[src/hdl/stp_defines.svh]
// Purpose: constants for the spanning tree port state gate
// Assumes: APB with 32-bit data, one word per register
// Notes: offsets are byte addresses
`ifndef STP_DEFINES_SVH
`define STP_DEFINES_SVH

// ----------------------------------------
// register map
// ----------------------------------------
`define STP_OFS_PORT_EN      8'h00
`define STP_OFS_STATE_REQ    8'h04
`define STP_OFS_PORT_STATE   8'h08
`define STP_OFS_BR_PRIO      8'h0C
`define STP_OFS_BR_MAC_HI    8'h10
`define STP_OFS_BR_MAC_LO    8'h14
`define STP_OFS_ROOT_PRIO    8'h18
`define STP_OFS_ROOT_MAC_HI  8'h1C
`define STP_OFS_ROOT_MAC_LO  8'h20
`define STP_OFS_TOPO         8'h24
`define STP_OFS_EDGE         8'h28
`define STP_OFS_P2P          8'h2C
`define STP_OFS_HELLO        8'h30
`define STP_OFS_STATUS       8'h34
`define STP_OFS_COST_BASE    8'h40

// ----------------------------------------
// fields and reset values
// ----------------------------------------
`define STP_REQ_STATE_LSB    0
`define STP_REQ_PORT_LSB     4
`define STP_RST_PORT_EN      8'hFF
`define STP_RST_PRIO         16'h8000
`define STP_RST_HELLO        8'h02
`define STP_RST_COST         32'h0000_0004
`define STP_PRIO_W           16
`define STP_MAC_HI_W         16

// ----------------------------------------
// timing
// ----------------------------------------
`define STP_CLK_HZ           50000000
`define STP_TICK_S           1
`define STP_TICK_CYCLES      (`STP_CLK_HZ * `STP_TICK_S)

`endif

[src/hdl/stp_pkg.sv]
// Purpose: shared types of the spanning tree port state gate
// Assumes: nothing beyond the defines header
// Notes: state codes are the 3-bit values reported to software
package stp_pkg;

    typedef enum logic [2:0] {
        STP_DISABLED   = 3'h0,
        STP_BLOCKING   = 3'h1,
        STP_LISTENING  = 3'h2,
        STP_LEARNING   = 3'h3,
        STP_FORWARDING = 3'h4
    } stp_state_e;

endpackage

[src/hdl/stp_gate.sv]
// Purpose: per-port spanning tree state gate with APB registers
// Assumes: inputs synchronous to core_clk_in; zero-wait APB slave
// Notes: state codes 0 disabled, 1 blocking, 2 listening, 3 learning, 4 forwarding
// Notes on behaviour
// - link down puts the port into disabled and reports it
// - blocking: no forwarding, no address learning
// - listening: no forwarding, no address learning
// - learning: no forwarding, but source addresses are learned
// - forwarding: traffic forwarded and addresses learned
// - after boot reset every port is blocking
// - blocking may go only to listening or disabled
// - listening may go only to learning or disabled
// - learning may go only to forwarding or disabled
// - forwarding may go only to disabled
// - disabled may go only back to blocking
// - with spanning tree on, port state decides forwarding action
// - steady flag shown when no topology change is in progress
// - per-port edge flag kept and readable
// - per-port point-to-point flag reflects real link type
// - lower path cost ports preferred to stay unblocked
// - configuration frames spaced by at least the hello time
// - own bridge identifier is priority joined with MAC address
// - root identifier of priority and MAC held and reported
`include "stp_defines.svh"
`timescale 1ns/1ns
`default_nettype none

module stp_gate
    import stp_pkg::*;
#(
    parameter int NUM_PORTS = 8,
    parameter int TICK_CYCLES = `STP_TICK_CYCLES
) (
    input wire logic core_clk_in,
    input wire logic rst_n_in,
    input wire logic psel_in,
    input wire logic penable_in,
    input wire logic pwrite_in,
    input wire logic [7:0] paddr_in,
    input wire logic [31:0] pwdata_in,
    output logic pready_out,
    output logic [31:0] prdata_out,
    output logic pslverr_out,
    input wire logic [NUM_PORTS-1:0] link_up_in,
    input wire logic [NUM_PORTS-1:0] point_to_point_link_flag_in,
    input wire logic bpdu_tx_req_in,
    output logic bpdu_tx_grant_out,
    output logic [3*NUM_PORTS-1:0] port_state_out,
    output logic [NUM_PORTS-1:0] fwd_en_out,
    output logic [NUM_PORTS-1:0] learn_en_out,
    output logic [NUM_PORTS-1:0] edge_port_out,
    output logic [NUM_PORTS-1:0] point_to_point_link_flag_out,
    output logic [63:0] own_bridge_identifier_out,
    output logic [63:0] tree_root_identifier_out,
    output logic topo_steady_out,
    output logic is_root_out,
    output logic block_valid_out,
    output logic [2:0] block_port_out
);

    // ----------------------------------------
    // register state
    // ----------------------------------------
    logic [NUM_PORTS-1:0] port_en;
    logic [NUM_PORTS-1:0] next_port_en;
    logic [15:0] br_prio;
    logic [15:0] next_br_prio;
    logic [47:0] br_mac;
    logic [47:0] next_br_mac;
    logic [15:0] root_prio;
    logic [15:0] next_root_prio;
    logic [47:0] root_mac;
    logic [47:0] next_root_mac;
    logic tc_active;
    logic next_tc_active;
    logic [NUM_PORTS-1:0] edge_flag;
    logic [NUM_PORTS-1:0] next_edge_flag;
    logic [7:0] hello_s;
    logic [7:0] next_hello_s;
    logic [31:0] cost [NUM_PORTS];
    logic [31:0] next_cost [NUM_PORTS];
    logic req_pulse;
    logic next_req_pulse;
    logic [2:0] req_state;
    logic [2:0] next_req_state;
    logic [2:0] req_port;
    logic [2:0] next_req_port;
    logic [31:0] rdata;
    logic [31:0] next_rdata;
    logic slverr;
    logic next_slverr;

    logic setup;
    logic wr_en;
    logic cost_hit;
    logic [2:0] cost_idx;
    logic map_hit;
    logic [31:0] read_mux;
    logic [3*NUM_PORTS-1:0] state_vec;

    // ----------------------------------------
    // APB decode
    // ----------------------------------------
    // every access completes in its first access cycle
    assign pready_out = psel_in & penable_in;
    assign setup = psel_in & ~penable_in;
    assign wr_en = psel_in & penable_in & pwrite_in & ~slverr;
    assign cost_hit = (paddr_in >= `STP_OFS_COST_BASE)
        && (paddr_in < 8'(`STP_OFS_COST_BASE + 4 * NUM_PORTS))
        && (paddr_in[1:0] == 2'h0);
    assign cost_idx = 3'((paddr_in - `STP_OFS_COST_BASE) >> 2);

    always_comb
    begin
        map_hit = 1'b1;
        read_mux = 32'h0000_0000;
        case (paddr_in)
            `STP_OFS_PORT_EN: read_mux[NUM_PORTS-1:0] = port_en;
            `STP_OFS_STATE_REQ:
            begin
                read_mux[`STP_REQ_STATE_LSB +: 3] = req_state;
                read_mux[`STP_REQ_PORT_LSB +: 3] = req_port;
            end
            `STP_OFS_PORT_STATE: read_mux[3*NUM_PORTS-1:0] = state_vec;
            `STP_OFS_BR_PRIO: read_mux[15:0] = br_prio;
            `STP_OFS_BR_MAC_HI: read_mux[15:0] = br_mac[47:32];
            `STP_OFS_BR_MAC_LO: read_mux = br_mac[31:0];
            `STP_OFS_ROOT_PRIO: read_mux[15:0] = root_prio;
            `STP_OFS_ROOT_MAC_HI: read_mux[15:0] = root_mac[47:32];
            `STP_OFS_ROOT_MAC_LO: read_mux = root_mac[31:0];
            `STP_OFS_TOPO: read_mux[1:0] = {~tc_active, tc_active};
            `STP_OFS_EDGE: read_mux[NUM_PORTS-1:0] = edge_flag;
            `STP_OFS_P2P: read_mux[NUM_PORTS-1:0] = point_to_point_link_flag_in;
            `STP_OFS_HELLO: read_mux[7:0] = hello_s;
            `STP_OFS_STATUS:
            begin
                read_mux[NUM_PORTS-1:0] = link_up_in;
                read_mux[8 +: NUM_PORTS] = fwd_en_out;
                read_mux[16 +: NUM_PORTS] = learn_en_out;
                read_mux[24] = is_root_out;
                read_mux[25] = block_valid_out;
                read_mux[28 +: 3] = block_port_out;
            end
            default:
            begin
                if (cost_hit)
                begin
                    read_mux = cost[cost_idx];
                end
                else
                begin
                    map_hit = 1'b0;
                end
            end
        endcase
    end

    // read data and error are caught in the setup cycle
    always_comb
    begin
        next_rdata = rdata;
        next_slverr = slverr;
        if (setup)
        begin
            next_rdata = pwrite_in ? 32'h0000_0000 : read_mux;
            next_slverr = ~map_hit;
        end
    end

    always_ff @(posedge core_clk_in or negedge rst_n_in)
    begin
        if (!rst_n_in)
        begin
            rdata <= 32'h0000_0000;
            slverr <= 1'b0;
        end
        else
        begin
            rdata <= next_rdata;
            slverr <= next_slverr;
        end
    end

    assign prdata_out = rdata;
    assign pslverr_out = slverr & pready_out;

    // ----------------------------------------
    // register writes
    // ----------------------------------------
    always_comb
    begin
        next_port_en = port_en;
        next_br_prio = br_prio;
        next_br_mac = br_mac;
        next_root_prio = root_prio;
        next_root_mac = root_mac;
        next_tc_active = tc_active;
        next_edge_flag = edge_flag;
        next_hello_s = hello_s;
        next_cost = cost;
        next_req_pulse = 1'b0;
        next_req_state = req_state;
        next_req_port = req_port;
        if (wr_en)
        begin
            case (paddr_in)
                `STP_OFS_PORT_EN: next_port_en = pwdata_in[NUM_PORTS-1:0];
                `STP_OFS_STATE_REQ:
                begin
                    next_req_pulse = 1'b1;
                    next_req_state = pwdata_in[`STP_REQ_STATE_LSB +: 3];
                    next_req_port = pwdata_in[`STP_REQ_PORT_LSB +: 3];
                end
                `STP_OFS_BR_PRIO: next_br_prio = pwdata_in[15:0];
                `STP_OFS_BR_MAC_HI: next_br_mac[47:32] = pwdata_in[15:0];
                `STP_OFS_BR_MAC_LO: next_br_mac[31:0] = pwdata_in;
                `STP_OFS_ROOT_PRIO: next_root_prio = pwdata_in[15:0];
                `STP_OFS_ROOT_MAC_HI: next_root_mac[47:32] = pwdata_in[15:0];
                `STP_OFS_ROOT_MAC_LO: next_root_mac[31:0] = pwdata_in;
                `STP_OFS_TOPO: next_tc_active = pwdata_in[0];
                `STP_OFS_EDGE: next_edge_flag = pwdata_in[NUM_PORTS-1:0];
                `STP_OFS_HELLO: next_hello_s = pwdata_in[7:0];
                default:
                begin
                    if (cost_hit)
                    begin
                        next_cost[cost_idx] = pwdata_in;
                    end
                end
            endcase
        end
    end

    always_ff @(posedge core_clk_in or negedge rst_n_in)
    begin
        if (!rst_n_in)
        begin
            port_en <= NUM_PORTS'(`STP_RST_PORT_EN);
            br_prio <= `STP_RST_PRIO;
            br_mac <= 48'h0000_0000_0000;
            root_prio <= `STP_RST_PRIO;
            root_mac <= 48'h0000_0000_0000;
            tc_active <= 1'b0;
            edge_flag <= '0;
            hello_s <= `STP_RST_HELLO;
            for (int i = 0; i < NUM_PORTS; i++)
            begin
                cost[i] <= `STP_RST_COST;
            end
            req_pulse <= 1'b0;
            req_state <= 3'h0;
            req_port <= 3'h0;
        end
        else
        begin
            port_en <= next_port_en;
            br_prio <= next_br_prio;
            br_mac <= next_br_mac;
            root_prio <= next_root_prio;
            root_mac <= next_root_mac;
            tc_active <= next_tc_active;
            edge_flag <= next_edge_flag;
            hello_s <= next_hello_s;
            cost <= next_cost;
            req_pulse <= next_req_pulse;
            req_state <= next_req_state;
            req_port <= next_req_port;
        end
    end

    // ----------------------------------------
    // per-port state machines
    // ----------------------------------------
    genvar g;
    generate
        for (g = 0; g < NUM_PORTS; g++)
        begin : gen_port
            stp_state_e st;
            stp_port_fsm u_fsm (
                .core_clk_in(core_clk_in),
                .rst_n_in(rst_n_in),
                .link_up_in(link_up_in[g]),
                .stp_en_in(port_en[g]),
                .req_in(req_pulse && (req_port == 3'(g))),
                .req_state_in(req_state),
                .state_out(st),
                .fwd_en_out(fwd_en_out[g]),
                .learn_en_out(learn_en_out[g])
            );
            assign state_vec[3*g +: 3] = st;
        end
    endgenerate

    assign port_state_out = state_vec;

    // ----------------------------------------
    // hello spacing
    // ----------------------------------------
    stp_hello_gate #(
        .TICK_CYCLES(TICK_CYCLES)
    ) u_hello (
        .core_clk_in(core_clk_in),
        .rst_n_in(rst_n_in),
        .hello_s_in(hello_s),
        .tx_req_in(bpdu_tx_req_in),
        .tx_grant_out(bpdu_tx_grant_out)
    );

    // ----------------------------------------
    // loop resolution hint
    // ----------------------------------------
    // suggests the costliest non-edge forwarding port to block; a hint only, the
    // protocol engine still issues the state change itself
    logic cand_valid;
    logic next_cand_valid;
    logic [2:0] cand_port;
    logic [2:0] next_cand_port;
    logic [31:0] cand_cost;

    always_comb
    begin
        next_cand_valid = 1'b0;
        next_cand_port = 3'h0;
        cand_cost = 32'h0000_0000;
        for (int i = 0; i < NUM_PORTS; i++)
        begin
            if (port_en[i] && fwd_en_out[i] && !edge_flag[i]
                && (!next_cand_valid || cost[i] >= cand_cost))
            begin
                next_cand_valid = 1'b1;
                next_cand_port = 3'(i);
                cand_cost = cost[i];
            end
        end
    end

    always_ff @(posedge core_clk_in or negedge rst_n_in)
    begin
        if (!rst_n_in)
        begin
            cand_valid <= 1'b0;
            cand_port <= 3'h0;
        end
        else
        begin
            cand_valid <= next_cand_valid;
            cand_port <= next_cand_port;
        end
    end

    assign block_valid_out = cand_valid;
    assign block_port_out = cand_port;

    // ----------------------------------------
    // bridge status
    // ----------------------------------------
    assign own_bridge_identifier_out = {br_prio, br_mac};
    assign tree_root_identifier_out = {root_prio, root_mac};
    assign is_root_out = (own_bridge_identifier_out == tree_root_identifier_out);
    assign topo_steady_out = ~tc_active;
    assign edge_port_out = edge_flag;
    assign point_to_point_link_flag_out = point_to_point_link_flag_in;

endmodule

`default_nettype wire

[src/hdl/stp_port_fsm.sv]
// Purpose: state machine of one switch port
// Assumes: request pulse lasts one cycle
// Notes: illegal requests leave the state alone
`timescale 1ns/1ns
`default_nettype none

module stp_port_fsm
    import stp_pkg::*;
(
    input wire logic core_clk_in,
    input wire logic rst_n_in,
    input wire logic link_up_in,
    input wire logic stp_en_in,
    input wire logic req_in,
    input wire logic [2:0] req_state_in,
    output stp_state_e state_out,
    output logic fwd_en_out,
    output logic learn_en_out
);

    stp_state_e state;
    stp_state_e next_state;
    stp_state_e req;

    assign req = stp_state_e'(req_state_in);

    always_comb
    begin
        next_state = state;
        if (!link_up_in)
        begin
            next_state = STP_DISABLED;
        end
        else if (req_in)
        begin
            case (state)
                STP_BLOCKING:
                begin
                    if (req == STP_LISTENING || req == STP_DISABLED) next_state = req;
                end
                STP_LISTENING:
                begin
                    if (req == STP_LEARNING || req == STP_DISABLED) next_state = req;
                end
                STP_LEARNING:
                begin
                    if (req == STP_FORWARDING || req == STP_DISABLED) next_state = req;
                end
                STP_FORWARDING:
                begin
                    if (req == STP_DISABLED) next_state = req;
                end
                STP_DISABLED:
                begin
                    if (req == STP_BLOCKING) next_state = req;
                end
                default:
                begin
                    next_state = STP_BLOCKING;
                end
            endcase
            // any other request falls through unchanged
        end
    end

    always_ff @(posedge core_clk_in or negedge rst_n_in)
    begin
        if (!rst_n_in)
        begin
            state <= STP_BLOCKING;
        end
        else
        begin
            state <= next_state;
        end
    end

    assign state_out = state;

    // without spanning tree a port passes traffic whenever its link is up
    always_comb
    begin
        if (!stp_en_in)
        begin
            fwd_en_out = link_up_in;
            learn_en_out = link_up_in;
        end
        else
        begin
            fwd_en_out = (state == STP_FORWARDING);
            learn_en_out = (state == STP_FORWARDING) || (state == STP_LEARNING);
        end
    end

endmodule

`default_nettype wire

[src/hdl/stp_hello_gate.sv]
// Purpose: spaces configuration frame transmissions by the hello time
// Assumes: tx request is a one-cycle pulse
// Notes: first request after reset is granted at once
`include "stp_defines.svh"
`timescale 1ns/1ns
`default_nettype none

module stp_hello_gate #(
    parameter int TICK_CYCLES = `STP_TICK_CYCLES
) (
    input wire logic core_clk_in,
    input wire logic rst_n_in,
    input wire logic [7:0] hello_s_in,
    input wire logic tx_req_in,
    output logic tx_grant_out
);

    logic [31:0] tick;
    logic [31:0] next_tick;
    logic [7:0] elapsed;
    logic [7:0] next_elapsed;
    logic grant;
    logic next_grant;
    logic tick_done;

    assign tick_done = (tick == 32'(TICK_CYCLES - 1));

    always_comb
    begin
        next_tick = tick_done ? 32'h0000_0000 : tick + 32'h0000_0001;
        next_elapsed = elapsed;
        next_grant = 1'b0;
        if (tx_req_in && (elapsed >= hello_s_in))
        begin
            next_grant = 1'b1;
            next_elapsed = 8'h00;
            next_tick = 32'h0000_0000;
        end
        else if (tick_done && (elapsed != 8'hFF))
        begin
            next_elapsed = elapsed + 8'h01;
        end
    end

    always_ff @(posedge core_clk_in or negedge rst_n_in)
    begin
        if (!rst_n_in)
        begin
            tick <= 32'h0000_0000;
            elapsed <= 8'hFF;
            grant <= 1'b0;
        end
        else
        begin
            tick <= next_tick;
            elapsed <= next_elapsed;
            grant <= next_grant;
        end
    end

    assign tx_grant_out = grant;

endmodule

`default_nettype wire

[config.mk]
export PLATFORM = sky130hd
export DESIGN_NAME = stp_gate
export DESIGN_NICKNAME = d
export VERILOG_FILES = /design/src/hdl/stp_pkg.sv /design/src/hdl/stp_gate.sv /design/src/hdl/stp_port_fsm.sv /design/src/hdl/stp_hello_gate.sv
export VERILOG_INCLUDE_DIRS = /design/src /design/src/hdl
export SDC_FILE = /design/constraint.sdc
export NUM_CORES = 1
export LEC_CHECK = 0
export BUFFER_PORTS_ARGS = -buffer_cell sky130_fd_sc_hd__buf_2
export CORE_UTILIZATION = 55
export DETAILED_ROUTE_END_ITERATION = 8
export GPL_TIMING_DRIVEN = 0
export HOLD_SLACK_MARGIN = 0.15
export PLACE_DENSITY = 0.82
export SYNTH_ARGS = -nofsm -noshare
export SYNTH_HDL_FRONTEND = slang
export SYNTH_SLANG_ARGS = --single-unit
[constraint.sdc]
create_clock -name core_clk_in -period 33 [get_ports core_clk_in]
set_input_delay 6.6 -clock core_clk_in [delete_from_list [all_inputs] [get_ports core_clk_in]]
set_output_delay 6.6 -clock core_clk_in [all_outputs]
set_load 0.005 [all_outputs]
# Word-level counts from Yosys, hierarchy flattened

Cells that the tools add are included.
W data, S select, Z words.

Input bits: 62
Bits in registers: 518
Output and inout bits: 225

Magnitude comparators: 12
Eq/ne operators: 107
Add/sub/neg operators: 3
Reductions and logical operators: 109
Bitwise logic cells: 11
Multiplexer cells: 95

Operators with widths:

| kind                    | count |
|---|---|
| $mux W32                | 14 |
| $bwmux W256             | 1 |
| $ge A32 B32 Y1          | 7 |
| $pmux W3 S5             | 8 |
| $ne A3 B3 Y1 const B    | 35 |
| $bmux W32 S3            | 1 |
| $demux W32 S3           | 1 |
| $mux W3                 | 27 |
| $pmux W8 S9             | 1 |
| $eq A64 B64 Y1          | 1 |
| $eq A3 B2 Y1 const B    | 20 |
| $eq A8 B6 Y1 const B    | 6 |
| $reduce_and A6 Y1       | 8 |
| $pmux W3 S14            | 1 |
| $pmux W8 S5             | 1 |
| $eq A3 B3 Y1 const B    | 13 |
| $logic_and A1 B1 Y1     | 36 |
| $add A32 B1 Y32 const B | 1 |
| $eq A32 B26 Y1 const B  | 1 |
| $eq A8 B5 Y1 const B    | 4 |
| $eq A3 B1 Y1 const B    | 10 |
| $logic_not A3 Y1        | 10 |
| $mux W1                 | 30 |
| $pmux W2 S14            | 1 |
| 35 further kinds        | 99 |

# Longest topological paths before layout

Depth after elaboration: 33
Mapped depth: 80

# Cells and area by module

Synthesis repeated with hierarchy kept, for this count alone.

Cell total of the unflattened synthesis: 3279
Area total of the unflattened synthesis: 34344.2 µm²

Modules (own cells, without submodules):

| module         | times used | area an instance (µm²) | seq. area each (µm²) | cells an instance |
|---|---|---|---|---|
| stp_gate       | 1          | 29323.1                | 11359.6              | 2722 |
| stp_port_fsm   | 8          | 332.8                  | 76.3                 | 38 |
| stp_hello_gate | 1          | 2358.5                 | 1036.0               | 253 |

# Worst setup path before layout

OpenSTA, ideal clock, no wires.

Path type: register to register
From: register gen_port[0].u_fsm.state[1]
To: register cand_port[1], in the netlist block_port_out[1]
Cell stages (with the launch flop): 76
Slack: 17.559 ns
Arrival: 15.310 ns
Cells stage by stage: dfrtp_1 > buf_2 > and4bb_1 > clkbuf_1 > clkbuf_1 > and3_1 > inv_1 > ha_1 > nand4_2 > or4_1 > nor4_2 > o41ai_2 > and2_1 > buf_6 > buf_6 > mux2_4 > inv_1 > ha_1 > (+40 left out) > a2111oi_0 > o21ai_0 > a221oi_1 > a31o_2 > buf_2 > nand2_1 > buf_2 > o31ai_2 > ha_1 > a21o_1 > a21o_1 > a21o_1 > a21oi_1 > o2bb2ai_1 > a31oi_1 > a41oi_1 > nor2_1 > o31ai_1

Word-level cells in the longest chain between the ends: 33
Elaborated cells on any way between the ends: 52

RTL lines:

| item                                                      | line               | source |
|---|---|---|
| start, declared                                           | stp_port_fsm.sv:21 | `stp_state_e state;` |
| start signal, assigned                                    | stp_port_fsm.sv:74 | `state <= next_state;` |
| $eq A3 B3 Y1 (*)                                          | stp_port_fsm.sv:90 | `fwd_en_out = (state == STP_FORWARDING);` |
| $mux W1 (*)                                               | stp_port_fsm.sv:83 | `if (!stp_en_in)` |
| $logic_and A1 B1 Y1 (*) (2 in series)                     | stp_gate.sv:327    | `if (port_en[i] && fwd_en_out[i] && !edge_flag[i]` |
| $mux W32 / $mux W1 (equally long branches)                | stp_gate.sv:327    |  |
| $ge A32 B32 Y1 / $logic_not A1 Y1 (equally long branches) | stp_gate.sv:328    | `&& (!next_cand_valid \|\| cost[i] >= cand_cost))` |
| $logic_or A1 B1 Y1                                        | stp_gate.sv:328    |  |
| $logic_and A1 B1 Y1                                       | stp_gate.sv:328    |  |
| $mux W32 / $mux W1 (equally long branches)                | stp_gate.sv:327    |  |
| (+17 left out)                                            | n/a                |  |
| $logic_or A1 B1 Y1                                        | stp_gate.sv:328    |  |
| $logic_and A1 B1 Y1                                       | stp_gate.sv:328    |  |
| $mux W32 / $mux W1 (equally long branches)                | stp_gate.sv:327    |  |
| $ge A32 B32 Y1 / $logic_not A1 Y1 (equally long branches) | stp_gate.sv:328    |  |
| $logic_or A1 B1 Y1                                        | stp_gate.sv:328    |  |
| $logic_and A1 B1 Y1                                       | stp_gate.sv:328    |  |
| $mux W3 (*)                                               | stp_gate.sv:327    |  |
| net next_cand_port[1]                                     | stp_gate.sv:317    | `logic [2:0] next_cand_port;` |
| end signal, assigned                                      | stp_gate.sv:347    | `cand_port <= next_cand_port;` |
| end, declared                                             | stp_gate.sv:316    | `logic [2:0] cand_port;` |

The timed path passes the listed nets; every way through them passes the cells marked *.
A chain may end at the register's enable or synchronous reset.

# Final worst setup path

From: register gen_port[0].u_fsm.state[2]
To: register cand_port[1], in the netlist block_port_out[1]

Same word-level chain as after synthesis.

==> results.txt <==
----------------------------------------------------
[Die]
  Area of the die ... 0.0626 sq mm
  Row Count ... 90
  Ports placed on the boundary ... 287
  Initial core utilization ... 0.559
  Core Box Area ... 0.0606 sq mm
  Die span in x ... 250 microns
  Vertical die dimension ... 250 microns

[Route]
  Routed wirelength normalized by instance count ... 30.4 microns
  Pre-antenna DRT Iters ... 6
  Count of vias placed by the detailed router ... 29336
  Wirelength, routed ... 128000 microns
  First DRT Iteration DRCs ... 3967
  ANT nets after route ... 0
  Remaining routing DRC violations ... 0
  Per-cell via count in the routed design ... 6.95

[Clocking]
  Post-CTS Setup Inserts ... 0
  Number of gates resized after cts ... 0
  Total number of clock tree sinks ... 518
  TritonCTS clock tree ... yes
  CTS max path bufs ... 3
  Number of buffers created by CTS ... 57
  Root Buffer ... sky130_fd_sc_hd__clkbuf_16
  Source-to-sink clock delay at the later pin of the worst-skew pair ... 0.67 ns
  H-Tree Level Count ... 2
  Count of hold-fix buffers inserted at cts ... 0
  Clk slew on worst S/H paths ... 0.06 ns

[Setup path]
  Required time reported for the critical path endpoint ... 33.53 ns
  Maximum fanout along the worst path ... 10
  Slowest-stage cell, CP ... sky130_fd_sc_hd__a2111oi_0
  Path type of the worst setup path ... reg -> reg
  Slowest cell delay on critical path ... 0.98 ns
  Launching element type of the critical path ... register
  Critical path data arrival time ... 23.08 ns
  Cell with the most instances on the worst path ... sky130_fd_sc_hd__ha_1
  Critical path capture point type ... register

[Yosys]
  Mean area per synthesized cell ... 11.1 sq um
  Mux share of post-synthesis cell area ... 0.203
  Synth unique cells ... 81
  Post-synth net total ... 3352
  Warnings, synthesis ... 0
  Xor/xnor share of the synthesized area ... 0.0274
  Post-synthesis sequential area ratio ... 0.384
  Largest family of logic cells by synthesized area ... multiplexers
  Share of the synthesized area in the top cell type ... 0.357
  Area contributors post-synth ... sky130_fd_sc_hd__dfrtp_1 (36%), sky130_fd_sc_hd__mux2_2 (14%), sky130_fd_sc_hd__ha_1 (8.6%), sky130_fd_sc_hd__mux4_2 (4.3%), sky130_fd_sc_hd__dfstp_2 (2.7%)
  Simple-gate share of the synthesized area ... 0.0996
  Main synth FF type ... sky130_fd_sc_hd__dfrtp_1
  Number of flip-flops and latches in the synthesized netlist ... 518
  Fraction of the mapped netlist area in adder cells ... 0.0864
  Number of enable-type register cells in the synthesized netlist ... 0
  Complex-gate fraction of the synthesized area ... 0.160
  Synthesized instance count ... 3056
  Biggest area consumer among synthesized cells ... sky130_fd_sc_hd__dfrtp_1
  Area of the mapped netlist ... 0.0339 sq mm
  Share of async-settable or async-resettable flops after synthesis ... 1.00

[Global route]
  Pin count of the biggest net entering global routing ... 125
  Number of global-route vias before repair ... 28443
  Number of antenna violations at the first check in global routing ... 5
  Total grt overflow ... 0
  Wire length of the first global-routing pass ... 189000 microns
  Total track usage ... 0.407

[Power and ir drop]
  Power per cell area ... 37.0 mW/mm^2
  Leakage dissipation ... 19.1 nW
  Peak supply drop ... 46.7 uV
  Total chip power ... 1.42 mW

[Placement]
  IO buf count ... 267
  DPL Wire Length ... 98500 microns
  Final weighted congestion in routability-driven placement ... 1.06
  Place WS ... 11.23 ns
  Cell Area, Placed ... 0.0363 sq mm

[STA]
  Period Utilization, post-route ... 0.683
  Hold Violations, Final ... 0
  Maximum clock frequency ... 44.3 MHz
  Final setup viols ... 0
  Max-slew headroom ... 0.0242
  Time the worst path needs with I/O delays and setup ... 22.55 ns
  Total Neg Setup Slack ... 0 ns
  Crit path setup slack, layout ... 10.45 ns
  Measured slew at the worst slew-check pin ... 1.46 ns
  Unrepaired setup endpoints after global routing ... no
  Final count of pins violating max slew ... 0
  Worst setup skew after layout ... 0.0391 ns

[Job]
  Max Cap Viol ... 0

[Final layout]
  Area grow syn2layout ... 13.0%
  Share of final-layout standard cells stronger than drive strength 1 ... 0.320
  Most common library cell in the layout ignoring fill and taps ... sky130_fd_sc_hd__dfrtp_1
  Most used cells in the layout excluding fill and tap cells ... sky130_fd_sc_hd__dfrtp_1 (483), sky130_fd_sc_hd__mux2_2 (420), sky130_fd_sc_hd__buf_2 (295)
  Net total in the final layout ... 3682
  Post-route cell area ... 0.0383 sq mm

[Outcome]
  Status ... completed

[Min path]
  Min-delay worst type ... reg -> reg

----------------------------------------------------
==> sequential cells by signal, summed over array words and instances, names as in the netlist, 8 cells and up <==
register                  count
br_mac                       48
u_hello.elapsed               8
u_hello.tick                 32
hello_s                       8
root_prio                    16
root_mac                     48
gen_port.u_fsm.state_out     24
cost                        256
edge_port_out                 8
port_en                       8
br_prio                      16
prdata_out                   32
==> worst max-delay path, delay by kind of cell (launching register included) <==
kind | cells | cell delay [ns]
adder cells (fa/ha/maj) | 7 | 1.94
AND/OR/NAND/NOR | 17 | 4.00
buffers and inverters | 14 | 5.09
AO/OA/AOI/OAI | 37 | 10.39
multiplexers | 1 | 0.30
flip-flops | 1 | 0.58
==> logic make-up after synthesis <==
family / count (synthesis)
AOI/OAI and AO/OA: 679
DFF: 518
xor gates and xnor gates: 106
and+or+nand+nor: 666
adders and majority gates: 234
muxes: 544
buffers and inverters: 309
==> stage by stage <==
step           instances  utilization  hold WS (ns)
6_report            4220        0.632         0.482
5_1_grt             4216        0.632         0.502
4_1_cts             4214        0.632         0.474
3_5_place_dp        4109        0.600         0.460
3_3_place_gp        4105        0.598         0.452
2_1_floorplan       3056            -         0.447
==> power breakdown <==
group	total, mW	internal (mW)	switching [mW]
Combinational	0.0963	0.0301	0.0662
Sequential	0.649	0.641	0.00772
Clock	0.671	0.389	0.283
Total	1.42	1.06	0.357
==> synth_stat cells, types with 12 or more instances <==
library cell	instances
sky130_fd_sc_hd__buf_4	26
sky130_fd_sc_hd__o31ai_2	22
sky130_fd_sc_hd__xor2_1	92
sky130_fd_sc_hd__a22oi_4	22
sky130_fd_sc_hd__clkbuf_1	115
sky130_fd_sc_hd__o22a_1	31
sky130_fd_sc_hd__nand4_1	49
sky130_fd_sc_hd__o21a_1	17
sky130_fd_sc_hd__dfrtp_1	483
sky130_fd_sc_hd__o31ai_1	13
sky130_fd_sc_hd__a211oi_2	30
sky130_fd_sc_hd__a21o_1	84
sky130_fd_sc_hd__a22oi_1	61
sky130_fd_sc_hd__nor2b_1	20
sky130_fd_sc_hd__dfstp_2	35
sky130_fd_sc_hd__ha_1	234
sky130_fd_sc_hd__buf_1	39
sky130_fd_sc_hd__mux4_2	64
sky130_fd_sc_hd__and2_1	43
sky130_fd_sc_hd__inv_1	95
sky130_fd_sc_hd__nand3_1	39
sky130_fd_sc_hd__o2111ai_1	17
sky130_fd_sc_hd__buf_2	29
sky130_fd_sc_hd__o22ai_1	35
sky130_fd_sc_hd__o21ai_0	92
sky130_fd_sc_hd__mux2i_1	37
sky130_fd_sc_hd__nand3b_1	13
sky130_fd_sc_hd__nor2_1	191
sky130_fd_sc_hd__a21oi_1	100
sky130_fd_sc_hd__nor4_1	26
sky130_fd_sc_hd__xnor2_1	14
sky130_fd_sc_hd__nand2_1	142
sky130_fd_sc_hd__or2_2	31
sky130_fd_sc_hd__a221oi_1	20
sky130_fd_sc_hd__and3_1	44
sky130_fd_sc_hd__mux2_4	22
sky130_fd_sc_hd__and4_1	13
sky130_fd_sc_hd__nor3_1	15
sky130_fd_sc_hd__a211oi_1	12
sky130_fd_sc_hd__a22o_1	34
sky130_fd_sc_hd__mux2_2	420
==> worst paths after layout <==
kind | startpoint | to | slack, ns | depth (start not counted)
max | gen_port[0].u_fsm.state_out[2] | block_port_out[1] | 10.45 | 76
min | prdata_out[2] | prdata_out[2] | 0.48 | 2
max reg2reg | gen_port[0].u_fsm.state_out[2] | block_port_out[1] | 10.45 | 76
min reg2reg | prdata_out[2] | prdata_out[2] | 0.48 | 2
max in group asynchronous | rst_n_in | cost[57] | 25.34 | 3
min in group asynchronous | rst_n_in | u_hello.tick[2] | 5.94 | 1
==> cell type report <==
cell class	count	area [sq um]
clock inverter	25	293
sequential	518	13000
antenna	6	15.0
timing repair buffer	271	1460
inverter	95	357
tap	782	978
multi-input combinational	2229	19600
buffer	214	975
clock buffer	80	1650
fill	4804	22300
==> routing by layer <==
| layer | wire length, microns | track usage |
|---|---|---|
| met4 | 10100 | 0.280 |
| met2 | 56300 | 0.617 |
| met5 | 23 | 0 |
| met1 | 47200 | 0.517 |
| met3 | 14500 | 0.0965 |
No activity file was read; power rests on OpenSTA's default activity.
